File: config.mk
export PLATFORM = sky130hd
export DESIGN_NAME = sra_attr_unit
export DESIGN_NICKNAME = d
export VERILOG_FILES = /design/src/rtl/sra_pkg.sv /design/src/rtl/sra_region_mem.sv /design/src/rtl/sra_attr_unit.sv
export SDC_FILE = /design/constraint.sdc
export NUM_CORES = 1
export LEC_CHECK = 0
export ABC_AREA = 0
export BUFFER_PORTS_ARGS = -buffer_cell sky130_fd_sc_hd__buf_4
export CAP_MARGIN = 20
export CORE_ASPECT_RATIO = 1.5
export CORE_UTILIZATION = 50
export CTS_BUF_LIST = sky130_fd_sc_hd__clkbuf_8
export DETAILED_ROUTE_END_ITERATION = 7
export PLACE_DENSITY_LB_ADDON = 0.08
export SLEW_MARGIN = 20
export SYNTH_ARGS = -nofsm -noshare
export SYNTH_HDL_FRONTEND = slang
export SYNTH_SLANG_ARGS = --single-unit
File: constraint.sdc
create_clock -name mclk -period 4.9 [get_ports mclk]
set_input_delay 0.49 -clock mclk [delete_from_list [all_inputs] [get_ports mclk]]
set_output_delay 0.49 -clock mclk [all_outputs]
set_load 0.1 [all_outputs]
File: src/rtl/sra_pkg.sv
// sra_pkg: constants and carrier types of the security region attribution block.
// assumes: one 100 MHz clock, 8-bit register offsets taken from the low address byte.
package sra_pkg;
	// ----------------------------------------
	// sizes
	// ----------------------------------------
	localparam int NREG = 8;
	localparam int IDXW = 3;
	localparam int AW = 32;
	localparam int FLD_LSB = 5; // lowest stored address bit
	localparam int FLDW = AW - FLD_LSB;

	// ----------------------------------------
	// register offsets
	// ----------------------------------------
	localparam logic [7:0] OFF_CTRL = 8'hd0;
	localparam logic [7:0] OFF_TYPE = 8'hd4;
	localparam logic [7:0] OFF_SEL = 8'hd8;
	localparam logic [7:0] OFF_BASE = 8'hdc;
	localparam logic [7:0] OFF_LIMIT = 8'he0;
	localparam logic [7:0] OFF_FSTAT = 8'he4;
	localparam logic [7:0] OFF_FADDR = 8'he8;
	localparam logic [7:0] OFF_IRQ_STAT = 8'hf0;
	localparam logic [7:0] OFF_IRQ_MASK = 8'hf4;

	// ----------------------------------------
	// field positions
	// ----------------------------------------
	localparam int CTRL_EN_BIT = 0;
	localparam int CTRL_ALLNS_BIT = 1;
	localparam int LIM_NSC_BIT = 1;
	localparam int LIM_EN_BIT = 0;
	localparam int FST_LAZY_STATE_ERROR_BIT = 7;
	localparam int FST_VALID_BIT = 6;
	localparam int SEL_W = 8;
	localparam int IRQ_W = 3;
	localparam int IRQ_LAZY_STATE_ERROR = 0;
	localparam int IRQ_FADDR = 1;
	localparam int IRQ_PRIV = 2;

	// ----------------------------------------
	// implied low bits and reset values
	// ----------------------------------------
	localparam logic [FLD_LSB-1:0] BASE_LOW = 5'h00;
	localparam logic [FLD_LSB-1:0] LIMIT_LOW = 5'h1f;
	localparam logic [1:0] CTRL_RST = 2'h0;
	localparam logic [SEL_W-1:0] SEL_RST = 8'h00;
	localparam logic [IRQ_W-1:0] IRQ_MASK_RST = 3'h0;
	localparam logic [31:0] FADDR_RST = 32'h0000_0000;

	// ----------------------------------------
	// carrier types
	// ----------------------------------------
	typedef struct packed {
		logic [FLDW-1:0] base;
		logic [FLDW-1:0] limit;
		logic nonsecure_callable;
		logic en;
	} sra_region_t;

	typedef struct packed {
		logic secure;
		logic nonsecure_callable;
		logic hit;
	} sra_result_t;
endpackage

File: src/rtl/sra_region_mem.sv
// sra_region_mem: table of region base and limit entries with a registered read port.
// assumes: the caller decodes accesses; only the enable bit of each entry is reset.
`timescale 1ns/1ps
module sra_region_mem (
	// clock and reset
	input wire logic mclk,
	input wire logic reset_n,
	// write port
	input wire logic wr_base,
	input wire logic wr_limit,
	input wire logic [sra_pkg::IDXW-1:0] idx,
	input wire logic [31:0] wdata,
	// read port and table view
	output sra_pkg::sra_region_t rd_data,
	output sra_pkg::sra_region_t [sra_pkg::NREG-1:0] table_out
);
	sra_pkg::sra_region_t entry_reg [sra_pkg::NREG];

	// ----------------------------------------
	// storage, one generated entry per region
	// ----------------------------------------
	genvar g;
	generate
		for (g = 0; g < sra_pkg::NREG; g++) begin : gen_ent
			// enable bit cleared by warm reset, limit write loads it from its bit 0
			always_ff @(posedge mclk) begin
				if (!reset_n) begin
					entry_reg[g].en <= 1'b0;
				end else if (wr_limit && idx == sra_pkg::IDXW'(g)) begin
					entry_reg[g].en <= wdata[sra_pkg::LIM_EN_BIT];
				end
			end
			// address fields and callable bit have no reset value
			always_ff @(posedge mclk) begin
				if (wr_base && idx == sra_pkg::IDXW'(g)) begin
					entry_reg[g].base <= wdata[31:sra_pkg::FLD_LSB];
				end
				if (wr_limit && idx == sra_pkg::IDXW'(g)) begin
					entry_reg[g].limit <= wdata[31:sra_pkg::FLD_LSB];
					entry_reg[g].nonsecure_callable <= wdata[sra_pkg::LIM_NSC_BIT];
				end
			end
			assign table_out[g] = entry_reg[g];
		end
	endgenerate

	// registered read of the selected entry
	always_ff @(posedge mclk) begin
		rd_data <= entry_reg[idx];
	end
endmodule

File: src/rtl/sra_attr_unit.sv
// sra_attr_unit: region base/limit registers, fault status and address attribution.
// assumes: a plain register port with read data one cycle after the strobe,
// and core-side event pulses synchronous to mclk.
`timescale 1ns/1ps
module sra_attr_unit (
	// clock and reset
	input wire logic mclk,
	input wire logic reset_n,
	// register port
	input wire logic [7:0] reg_addr,
	input wire logic [31:0] reg_wdata,
	input wire logic reg_wr,
	input wire logic reg_rd,
	input wire logic reg_secure,
	input wire logic reg_priv,
	output logic [31:0] reg_rdata,
	output logic reg_fault,
	// core events
	input wire logic lazy_err_evt,
	input wire logic fault_addr_evt,
	input wire logic [31:0] fault_addr,
	input wire logic other_fault_evt,
	// attribution check
	input wire logic chk_valid,
	input wire logic [31:0] chk_addr,
	output logic chk_done,
	output sra_pkg::sra_result_t chk_res,
	// interrupt
	output logic irq
);
	// ----------------------------------------
	// declarations
	// ----------------------------------------
	logic acc_ok;
	logic acc_bad;
	logic wr_ok;
	logic rd_ok;
	logic [1:0] ctrl_reg;
	logic [sra_pkg::SEL_W-1:0] sel_reg;
	logic lazy_state_error_reg;
	logic valid_reg;
	logic [31:0] faddr_reg;
	logic [sra_pkg::IRQ_W-1:0] irq_stat_reg;
	logic [sra_pkg::IRQ_W-1:0] irq_stat_next;
	logic [sra_pkg::IRQ_W-1:0] irq_mask_reg;
	logic [sra_pkg::IRQ_W-1:0] irq_evt;
	logic rd_valid_reg;
	logic rd_mem_reg;
	logic [7:0] rd_addr_reg;
	logic [31:0] hold_reg;
	logic [31:0] hold_next;
	logic fault_reg;
	logic chk_done_reg;
	sra_pkg::sra_result_t res_reg;
	sra_pkg::sra_result_t res_next;
	sra_pkg::sra_region_t mem_rd;
	sra_pkg::sra_region_t [sra_pkg::NREG-1:0] table_view;
	logic [sra_pkg::NREG-1:0] match_vec;
	logic [sra_pkg::NREG-1:0] nsc_vec;
	logic lsclr;
	logic vclr;

	// ----------------------------------------
	// access qualification
	// ----------------------------------------
	// one set of registers, only the caller's state decides visibility
	assign acc_ok = reg_priv && reg_secure;
	assign acc_bad = (reg_wr || reg_rd) && !reg_priv;
	assign wr_ok = reg_wr && acc_ok;
	assign rd_ok = reg_rd && acc_ok;

	// unprivileged access answered by a fault pulse in the next cycle
	always_ff @(posedge mclk) begin
		if (!reset_n) begin
			fault_reg <= 1'b0;
		end else begin
			fault_reg <= acc_bad;
		end
	end
	assign reg_fault = fault_reg;

	// ----------------------------------------
	// region table
	// ----------------------------------------
	sra_region_mem u_mem (
		.mclk(mclk),
		.reset_n(reset_n),
		.wr_base(wr_ok && reg_addr == sra_pkg::OFF_BASE),
		.wr_limit(wr_ok && reg_addr == sra_pkg::OFF_LIMIT),
		.idx(sel_reg[sra_pkg::IDXW-1:0]),
		.wdata(reg_wdata),
		.rd_data(mem_rd),
		.table_out(table_view)
	);

	// ----------------------------------------
	// control and selector registers
	// ----------------------------------------
	// unit enable and all-nonsecure fallback
	always_ff @(posedge mclk) begin
		if (!reset_n) begin
			ctrl_reg <= sra_pkg::CTRL_RST;
		end else if (wr_ok && reg_addr == sra_pkg::OFF_CTRL) begin
			ctrl_reg <= reg_wdata[1:0];
		end
	end

	// region selector
	always_ff @(posedge mclk) begin
		if (!reset_n) begin
			sel_reg <= sra_pkg::SEL_RST;
		end else if (wr_ok && reg_addr == sra_pkg::OFF_SEL) begin
			sel_reg <= reg_wdata[sra_pkg::SEL_W-1:0];
		end
	end

	// interrupt mask
	always_ff @(posedge mclk) begin
		if (!reset_n) begin
			irq_mask_reg <= sra_pkg::IRQ_MASK_RST;
		end else if (wr_ok && reg_addr == sra_pkg::OFF_IRQ_MASK) begin
			irq_mask_reg <= reg_wdata[sra_pkg::IRQ_W-1:0];
		end
	end

	// ----------------------------------------
	// secure fault status and address
	// ----------------------------------------
	assign lsclr = wr_ok && reg_addr == sra_pkg::OFF_FSTAT && reg_wdata[sra_pkg::FST_LAZY_STATE_ERROR_BIT];
	assign vclr = (wr_ok && reg_addr == sra_pkg::OFF_FSTAT && reg_wdata[sra_pkg::FST_VALID_BIT])
		|| other_fault_evt;

	// lazy state error, sticky, write one to clear, a new error wins
	always_ff @(posedge mclk) begin
		if (!reset_n) begin
			lazy_state_error_reg <= 1'b0;
		end else if (lazy_err_evt) begin
			lazy_state_error_reg <= 1'b1;
		end else if (lsclr) begin
			lazy_state_error_reg <= 1'b0;
		end
	end

	// fault address valid, dropped by other fault types or a write of one
	always_ff @(posedge mclk) begin
		if (!reset_n) begin
			valid_reg <= 1'b0;
		end else if (fault_addr_evt) begin
			valid_reg <= 1'b1;
		end else if (vclr) begin
			valid_reg <= 1'b0;
		end
	end

	// fault address, captured by the core or written by software
	always_ff @(posedge mclk) begin
		if (!reset_n) begin
			faddr_reg <= sra_pkg::FADDR_RST;
		end else if (fault_addr_evt) begin
			faddr_reg <= fault_addr;
		end else if (wr_ok && reg_addr == sra_pkg::OFF_FADDR) begin
			faddr_reg <= reg_wdata;
		end
	end

	// ----------------------------------------
	// interrupt status, cleared by reading it
	// ----------------------------------------
	always_comb begin
		irq_evt = '0;
		irq_evt[sra_pkg::IRQ_LAZY_STATE_ERROR] = lazy_err_evt;
		irq_evt[sra_pkg::IRQ_FADDR] = fault_addr_evt;
		irq_evt[sra_pkg::IRQ_PRIV] = acc_bad;
		irq_stat_next = irq_stat_reg;
		if (rd_ok && reg_addr == sra_pkg::OFF_IRQ_STAT) begin
			irq_stat_next = '0;
		end
		irq_stat_next = irq_stat_next | irq_evt; // set wins over the read clear
	end

	always_ff @(posedge mclk) begin
		if (!reset_n) begin
			irq_stat_reg <= '0;
		end else begin
			irq_stat_reg <= irq_stat_next;
		end
	end
	assign irq = |(irq_stat_reg & irq_mask_reg);

	// ----------------------------------------
	// register read path
	// ----------------------------------------
	// value of every non-table register, caught at the read strobe
	always_comb begin
		hold_next = 32'h0000_0000;
		unique case (reg_addr)
			sra_pkg::OFF_CTRL: hold_next[1:0] = ctrl_reg;
			sra_pkg::OFF_TYPE: hold_next[sra_pkg::SEL_W-1:0] = 8'(sra_pkg::NREG);
			sra_pkg::OFF_SEL: hold_next[sra_pkg::SEL_W-1:0] = sel_reg;
			sra_pkg::OFF_FSTAT: begin
				hold_next[sra_pkg::FST_LAZY_STATE_ERROR_BIT] = lazy_state_error_reg;
				hold_next[sra_pkg::FST_VALID_BIT] = valid_reg;
			end
			sra_pkg::OFF_FADDR: hold_next = faddr_reg;
			sra_pkg::OFF_IRQ_STAT: hold_next[sra_pkg::IRQ_W-1:0] = irq_stat_reg;
			sra_pkg::OFF_IRQ_MASK: hold_next[sra_pkg::IRQ_W-1:0] = irq_mask_reg;
			default: hold_next = 32'h0000_0000;
		endcase
	end

	always_ff @(posedge mclk) begin
		if (!reset_n) begin
			rd_valid_reg <= 1'b0;
			rd_mem_reg <= 1'b0;
			rd_addr_reg <= 8'h00;
			hold_reg <= 32'h0000_0000;
		end else begin
			rd_valid_reg <= rd_ok;
			rd_mem_reg <= reg_addr == sra_pkg::OFF_BASE || reg_addr == sra_pkg::OFF_LIMIT;
			rd_addr_reg <= reg_addr;
			hold_reg <= hold_next;
		end
	end

	// read data only in the cycle after an accepted read
	always_comb begin
		reg_rdata = 32'h0000_0000;
		if (rd_valid_reg && rd_mem_reg && rd_addr_reg == sra_pkg::OFF_BASE) begin
			reg_rdata = {mem_rd.base, sra_pkg::BASE_LOW};
		end else if (rd_valid_reg && rd_mem_reg) begin
			reg_rdata = {mem_rd.limit, 3'h0, mem_rd.nonsecure_callable, mem_rd.en};
		end else if (rd_valid_reg) begin
			reg_rdata = hold_reg;
		end
	end

	// ----------------------------------------
	// address attribution
	// ----------------------------------------
	genvar g;
	generate
		for (g = 0; g < sra_pkg::NREG; g++) begin : gen_match
			// expanded bounds, both inclusive, only for enabled regions
			assign match_vec[g] = table_view[g].en
				&& chk_addr >= {table_view[g].base, sra_pkg::BASE_LOW}
				&& chk_addr <= {table_view[g].limit, sra_pkg::LIMIT_LOW};
			assign nsc_vec[g] = match_vec[g] && table_view[g].nonsecure_callable;
		end
	endgenerate

	// one match gives its attribute, several matches fall back to secure
	always_comb begin
		res_next = '0;
		if (!ctrl_reg[sra_pkg::CTRL_EN_BIT]) begin
			res_next.secure = !ctrl_reg[sra_pkg::CTRL_ALLNS_BIT];
		end else if (match_vec != '0 && (match_vec & (match_vec - 1'b1)) == '0) begin
			res_next.hit = 1'b1;
			res_next.nonsecure_callable = |nsc_vec;
			res_next.secure = |nsc_vec;
		end else begin
			res_next.hit = match_vec != '0;
			res_next.secure = 1'b1;
		end
	end

	always_ff @(posedge mclk) begin
		if (!reset_n) begin
			chk_done_reg <= 1'b0;
			res_reg <= '0;
		end else begin
			chk_done_reg <= chk_valid;
			if (chk_valid) begin
				res_reg <= res_next;
			end
		end
	end
	assign chk_done = chk_done_reg;
	assign chk_res = res_reg;
endmodule

## Yosys cells after proc, flatten, opt, wreduce, memory -nomap -nowiden

Memories as Yosys holds them, arrays and structs flattened. A register that Yosys moved wholly into a read port is not among the register bits.
Index checks and enable logic that the tools add are counted.

| operators by class | value |
|---|---|
| $add $sub $neg | 1 |
| $lt $le $gt $ge | 16 |
| eq/ne operators | 17 |
| muxes and demuxes | 76 |
| bitwise logic cells | 11 |
| reductions and logical operators | 71 |

Operators with widths:

| kind | count |
|---|---|
| $ge A32 B32 Y1 | 8 |
| $le A32 B32 Y1 | 8 |
| $mux W32 | 5 |
| $eq A8 B8 Y1 const B | 10 |
| $mux W1 | 65 |
| $logic_and A1 B1 Y1 | 57 |
| $eq A3 B3 Y1 const B | 4 |
| $pmux W2 S5 | 1 |
| $pmux W3 S3 | 1 |
| $and A8 B8 Y8 | 1 |
| $logic_not A8 Y1 | 1 |
| $or A1 B1 Y1 | 8 |
| $reduce_bool A8 Y1 | 1 |
| $reduce_or A8 Y1 | 1 |
| $sub A8 B1 Y8 const B | 1 |
| $eq A3 B2 Y1 const B | 2 |
| $pmux W2 S3 | 1 |
| $reduce_bool A2 Y1 | 3 |
| $pmux W1 S4 | 1 |
| $and A3 B3 Y3 | 1 |
| $eq A3 B1 Y1 const B | 1 |
| $logic_not A3 Y1 | 1 |
| $logic_or A1 B1 Y1 | 3 |
| $mux W3 | 1 |
| 5 further kinds | 6 |

| word-level totals | value |
|---|---|
| register bits | 97 |
| memory bits (writable) | 448 |
| input port bits | 114 |
| output and inout port bits | 38 |
| word-level logic and storage cells | 210 |
| memories | 1 |

Memory list:

| memory | depth | width | rd ports | clocked after Yosys merged registers in | write ports | line | text |
|---|---|---|---|---|---|---|---|
| u_mem.entry_reg | 8 | 56 | 9 | 1 | 8 | sra_region_mem.sv:17 | `sra_pkg::sra_region_t entry_reg [sra_pkg::NREG];` |

## Depth between registers and ports, before layout

An unclocked memory read counts as a cell.

| depth | value |
|---|---|
| word-level depth | 10 |
| depth in mapped cells | 12 |
| gate-level depth less buffers | 12 |

## By module

From an unflattened synthesis, not the netlist that was laid out.

| unflattened totals | value |
|---|---|
| cells, all modules | 2983 |
| area, all modules | 33733.6 um^2 |

Modules (own cells, without submodules):

| module | instances | cells an instance | area an instance (um^2) | seq. area each (um^2) |
|---|---|---|---|---|
| sra_region_mem | 1 | 858 | 18266.3 | 14564.0 |
| sra_attr_unit | 1 | 2125 | 15467.3 | 1941.9 |

## Least setup slack after synthesis

Ideal clock, no wire load.

| timing path | value |
|---|---|
| path kind | input -> register |
| start | input port reg_addr[3] |
| end | memory u_mem.entry_reg[4][0] (netlist bit) |
| arrival | 3970 ps |
| data required time | 4782 ps |
| slack | 812 ps |
| stages | 7 |
| buffers on the path | 0 |
| cell sequence | or4_1 > or2_2 > inv_1 > nand3_1 > nor3_1 > mux2i_1 > nor2b_1 |

RTL lines:

| element | line | text |
|---|---|---|
| start, declared | sra_attr_unit.sv:10 | `input wire logic [7:0] reg_addr,` |
| end, declared | sra_region_mem.sv:17 |  |

==> impl_metrics.json <==
{
  "status": "completed",
  "numCtsBuffers": 93,
  "fin_util_pct": 57.2,
  "mappedNetlistNets": 3415,
  "post_cts_buffers": 0,
  "cts_resized": 0,
  "ys_top_cells_by_area": "edfxtp_1 (40%), ha_1 (16%), dfxtp_1 (9.1%), mux4_2 (7.4%), inv_1 (5.1%)",
  "worstMarginPinSlew_ps": 1090,
  "total_power_mw": 10.7,
  "final_max_slew_viol_count": 0,
  "cp.required_ps": 5510,
  "initial_core_util_pct": 50.6,
  "final_hold_viol_count": 0,
  "grt_max_degree": 69,
  "setup_tns_ps": 0,
  "dp_slack_ps": 637,
  "drt_first_pass_iters": 5,
  "gp_congestion": 0.958,
  "hpwl_mm": 81.9,
  "grt_remaining_overflow": 0,
  "startpoint_type": "register",
  "final_nets": 3636,
  "fmax_ghz": 0.260,
  "netlist.top_cell.by_area": "edfxtp_1",
  "ys_warn_count": 0,
  "max_slew_margin_pct": 26.8,
  "path_clk_slew_ps": 70,
  "routedWlPerCell_um": 27.5,
  "synth_flop_cell": "edfxtp_1",
  "powerDensity_nw_per_um2": 280,
  "worst-path-max-fanout": 5,
  "htree_levels": 3,
  "arrival_ps": 4460,
  "cap_violations": 0,
  "rows": 116,
  "r2r_start": "u_mem.entry_reg[1][47]",
  "min_path_type": "in2reg",
  "drive_above_1_share_pct": 17.8,
  "most-common-layout-cells": "inv_1 (478), edfxtp_1 (447), ha_1 (432), nand2_1 (199), buf_4 (188)",
  "drtIter0Drc": 1553,
  "final_common_cell": "inv_1",
  "vias": 23900,
  "static-leakage-power_nw": 16.5,
  "cp-startpoint": "u_mem.entry_reg[1][47]",
  "hold_start": "reg_wdata[3]",
  "layout_worst_path_cycle_share_pct": 78.6,
  "period_minus_slack_ps": 3850,
  "setup_viol": 0,
  "area_delta_synth_final_pct": 13.0,
  "grt_pass1_vias": 25000,
  "track_usage_pct": 32.7,
  "ios": 152,
  "largest_reg_flops": 448,
  "fin_ws_ps": 1050,
  "grt_pass1_wl_mm": 162,
  "viasPerCell": 5.89,
  "yosys.area.top_type_share_pct": 39.6,
  "antenna_found_initial": 1,
  "cts_root_buffer": "clkbuf_8",
  "holdWs_ps": 42.8,
  "netlist_area_um2": 33900,
  "rsz0062_at_grt": "no",
  "clock-sinks": 601,
  "cts_tree": "yes",
  "die_y_um": 321,
  "netlist-cell-type-count": 77,
  "skew_ps": 40.9,
  "die-area_um2": 68800,
  "synth-edff-count": 447,
  "io_buffers": 151,
  "die_w_um": 214,
  "crit_path_end_kind": "register",
  "crit_type": "reg2reg",
  "synth.avg_cell_area_um2": 11.8,
  "drc": 0,
  "wirelength_mm": 112,
  "synth-seq-area-share_pct": 48.7,
  "clk-insertion-delay-late_ps": 760,
  "ctsHoldBuffers": 11,
  "clockBufferDepth": 3,
  "synth.ff_latch_count": 601,
  "vdd_ir_drop_max_v": 0.000239,
  "synthCells": 2869,
  "core_um2": 66900,
  "async_reset_ff_share_pct": 0,
  "antenna_left": 0
}
## through the flow
step / instances / area, µm²
2_1_floorplan: 2869 / 33900
3_3_place_gp: 3869 / 36200
3_5_place_dp: 3869 / 36200
4_1_cts: 4056 / 38300
5_1_grt: 4057 / 38300
6_report: 4057 / 38300
## where the power goes
group          internal (mW)  total (mW)  switching [mW]
sequential              5.48        5.50          0.0169
clock                   2.32        4.43            2.11
combinational          0.279       0.770           0.491
## Yosys cell counts (all sizes together) (5+ instances only)
cell type  number
inv           458
edfxtp        447
ha            432
nand2         200
dfxtp         154
a21oi         149
o21ai         120
mux4          112
mux2           83
nand4          69
nor2           63
nand3          56
clkbuf         53
mux2i          49
and2           46
and3           41
a21o           36
nor2b          35
nor3           25
buf            21
nor4           19
a211oi         16
and4           16
o21a           16
o211ai         15
nand2b         14
a31oi          12
a22oi          11
a211o           9
a221oi          8
o31ai           7
a21boi          6
a31o            6
nand3b          5
o21bai          5
o221ai          5
or3             5
## cells by family after synthesis
family | Yosys count | share of synthesized area (%)
mux | 244 | 11.7
compound gates | 451 | 8.45
xor+xnor | 1 | 0.0259
buf+inv | 532 | 5.91
fa+ha+maj | 432 | 16.0
flops | 601 | 48.7
simple gates | 608 | 9.26
## critical path, stage by stage, from the launching register on
cell and delay [ps]:
edfxtp_1 360, inv_1 50, ha_1 300, nand4_1 210, or2_1 410, nor4_2 690
nand4_1 290, o211ai_1 250, o211ai_4 150, or4_1 490, o211ai_1 130, a31o_1 250
o311ai_2 120
## area by class of cell
type,count,area [µm²]
Antenna cell,1,2.50
Clock buffer,107,1470
Clock inverter,69,465
Fill cell,5686,28600
Inverter,458,1720
Multi-Input combinational cell,1736,15400
Sequential cell,601,16500
Tap cell,885,1110
Timing Repair Buffer,200,1540
## per-layer routing
metal / up-vias / part of all wire, % / wire [µm] / GRT usage, %
met1: 11900 / 37 / 41700 / 36.3
met2: 740 / 54 / 60000 / 61.5
met4: 0 / 4.9 / 5480 / 16.6
li1: 11000 / - / - / -
met5: - / 0 / 0 / 0
met3: 243 / 4.0 / 4490 / 3.55
## path summary, 6_finish.rpt
kind,to,slack (ps),cells after the start
max,chk_res[2],1050,12
min reg2reg,hold_reg[31],470,1
min,sel_reg[3],40,3
max reg2reg,chk_res[2],1050,12
Note: power is estimated with default switching activity, not from simulation.
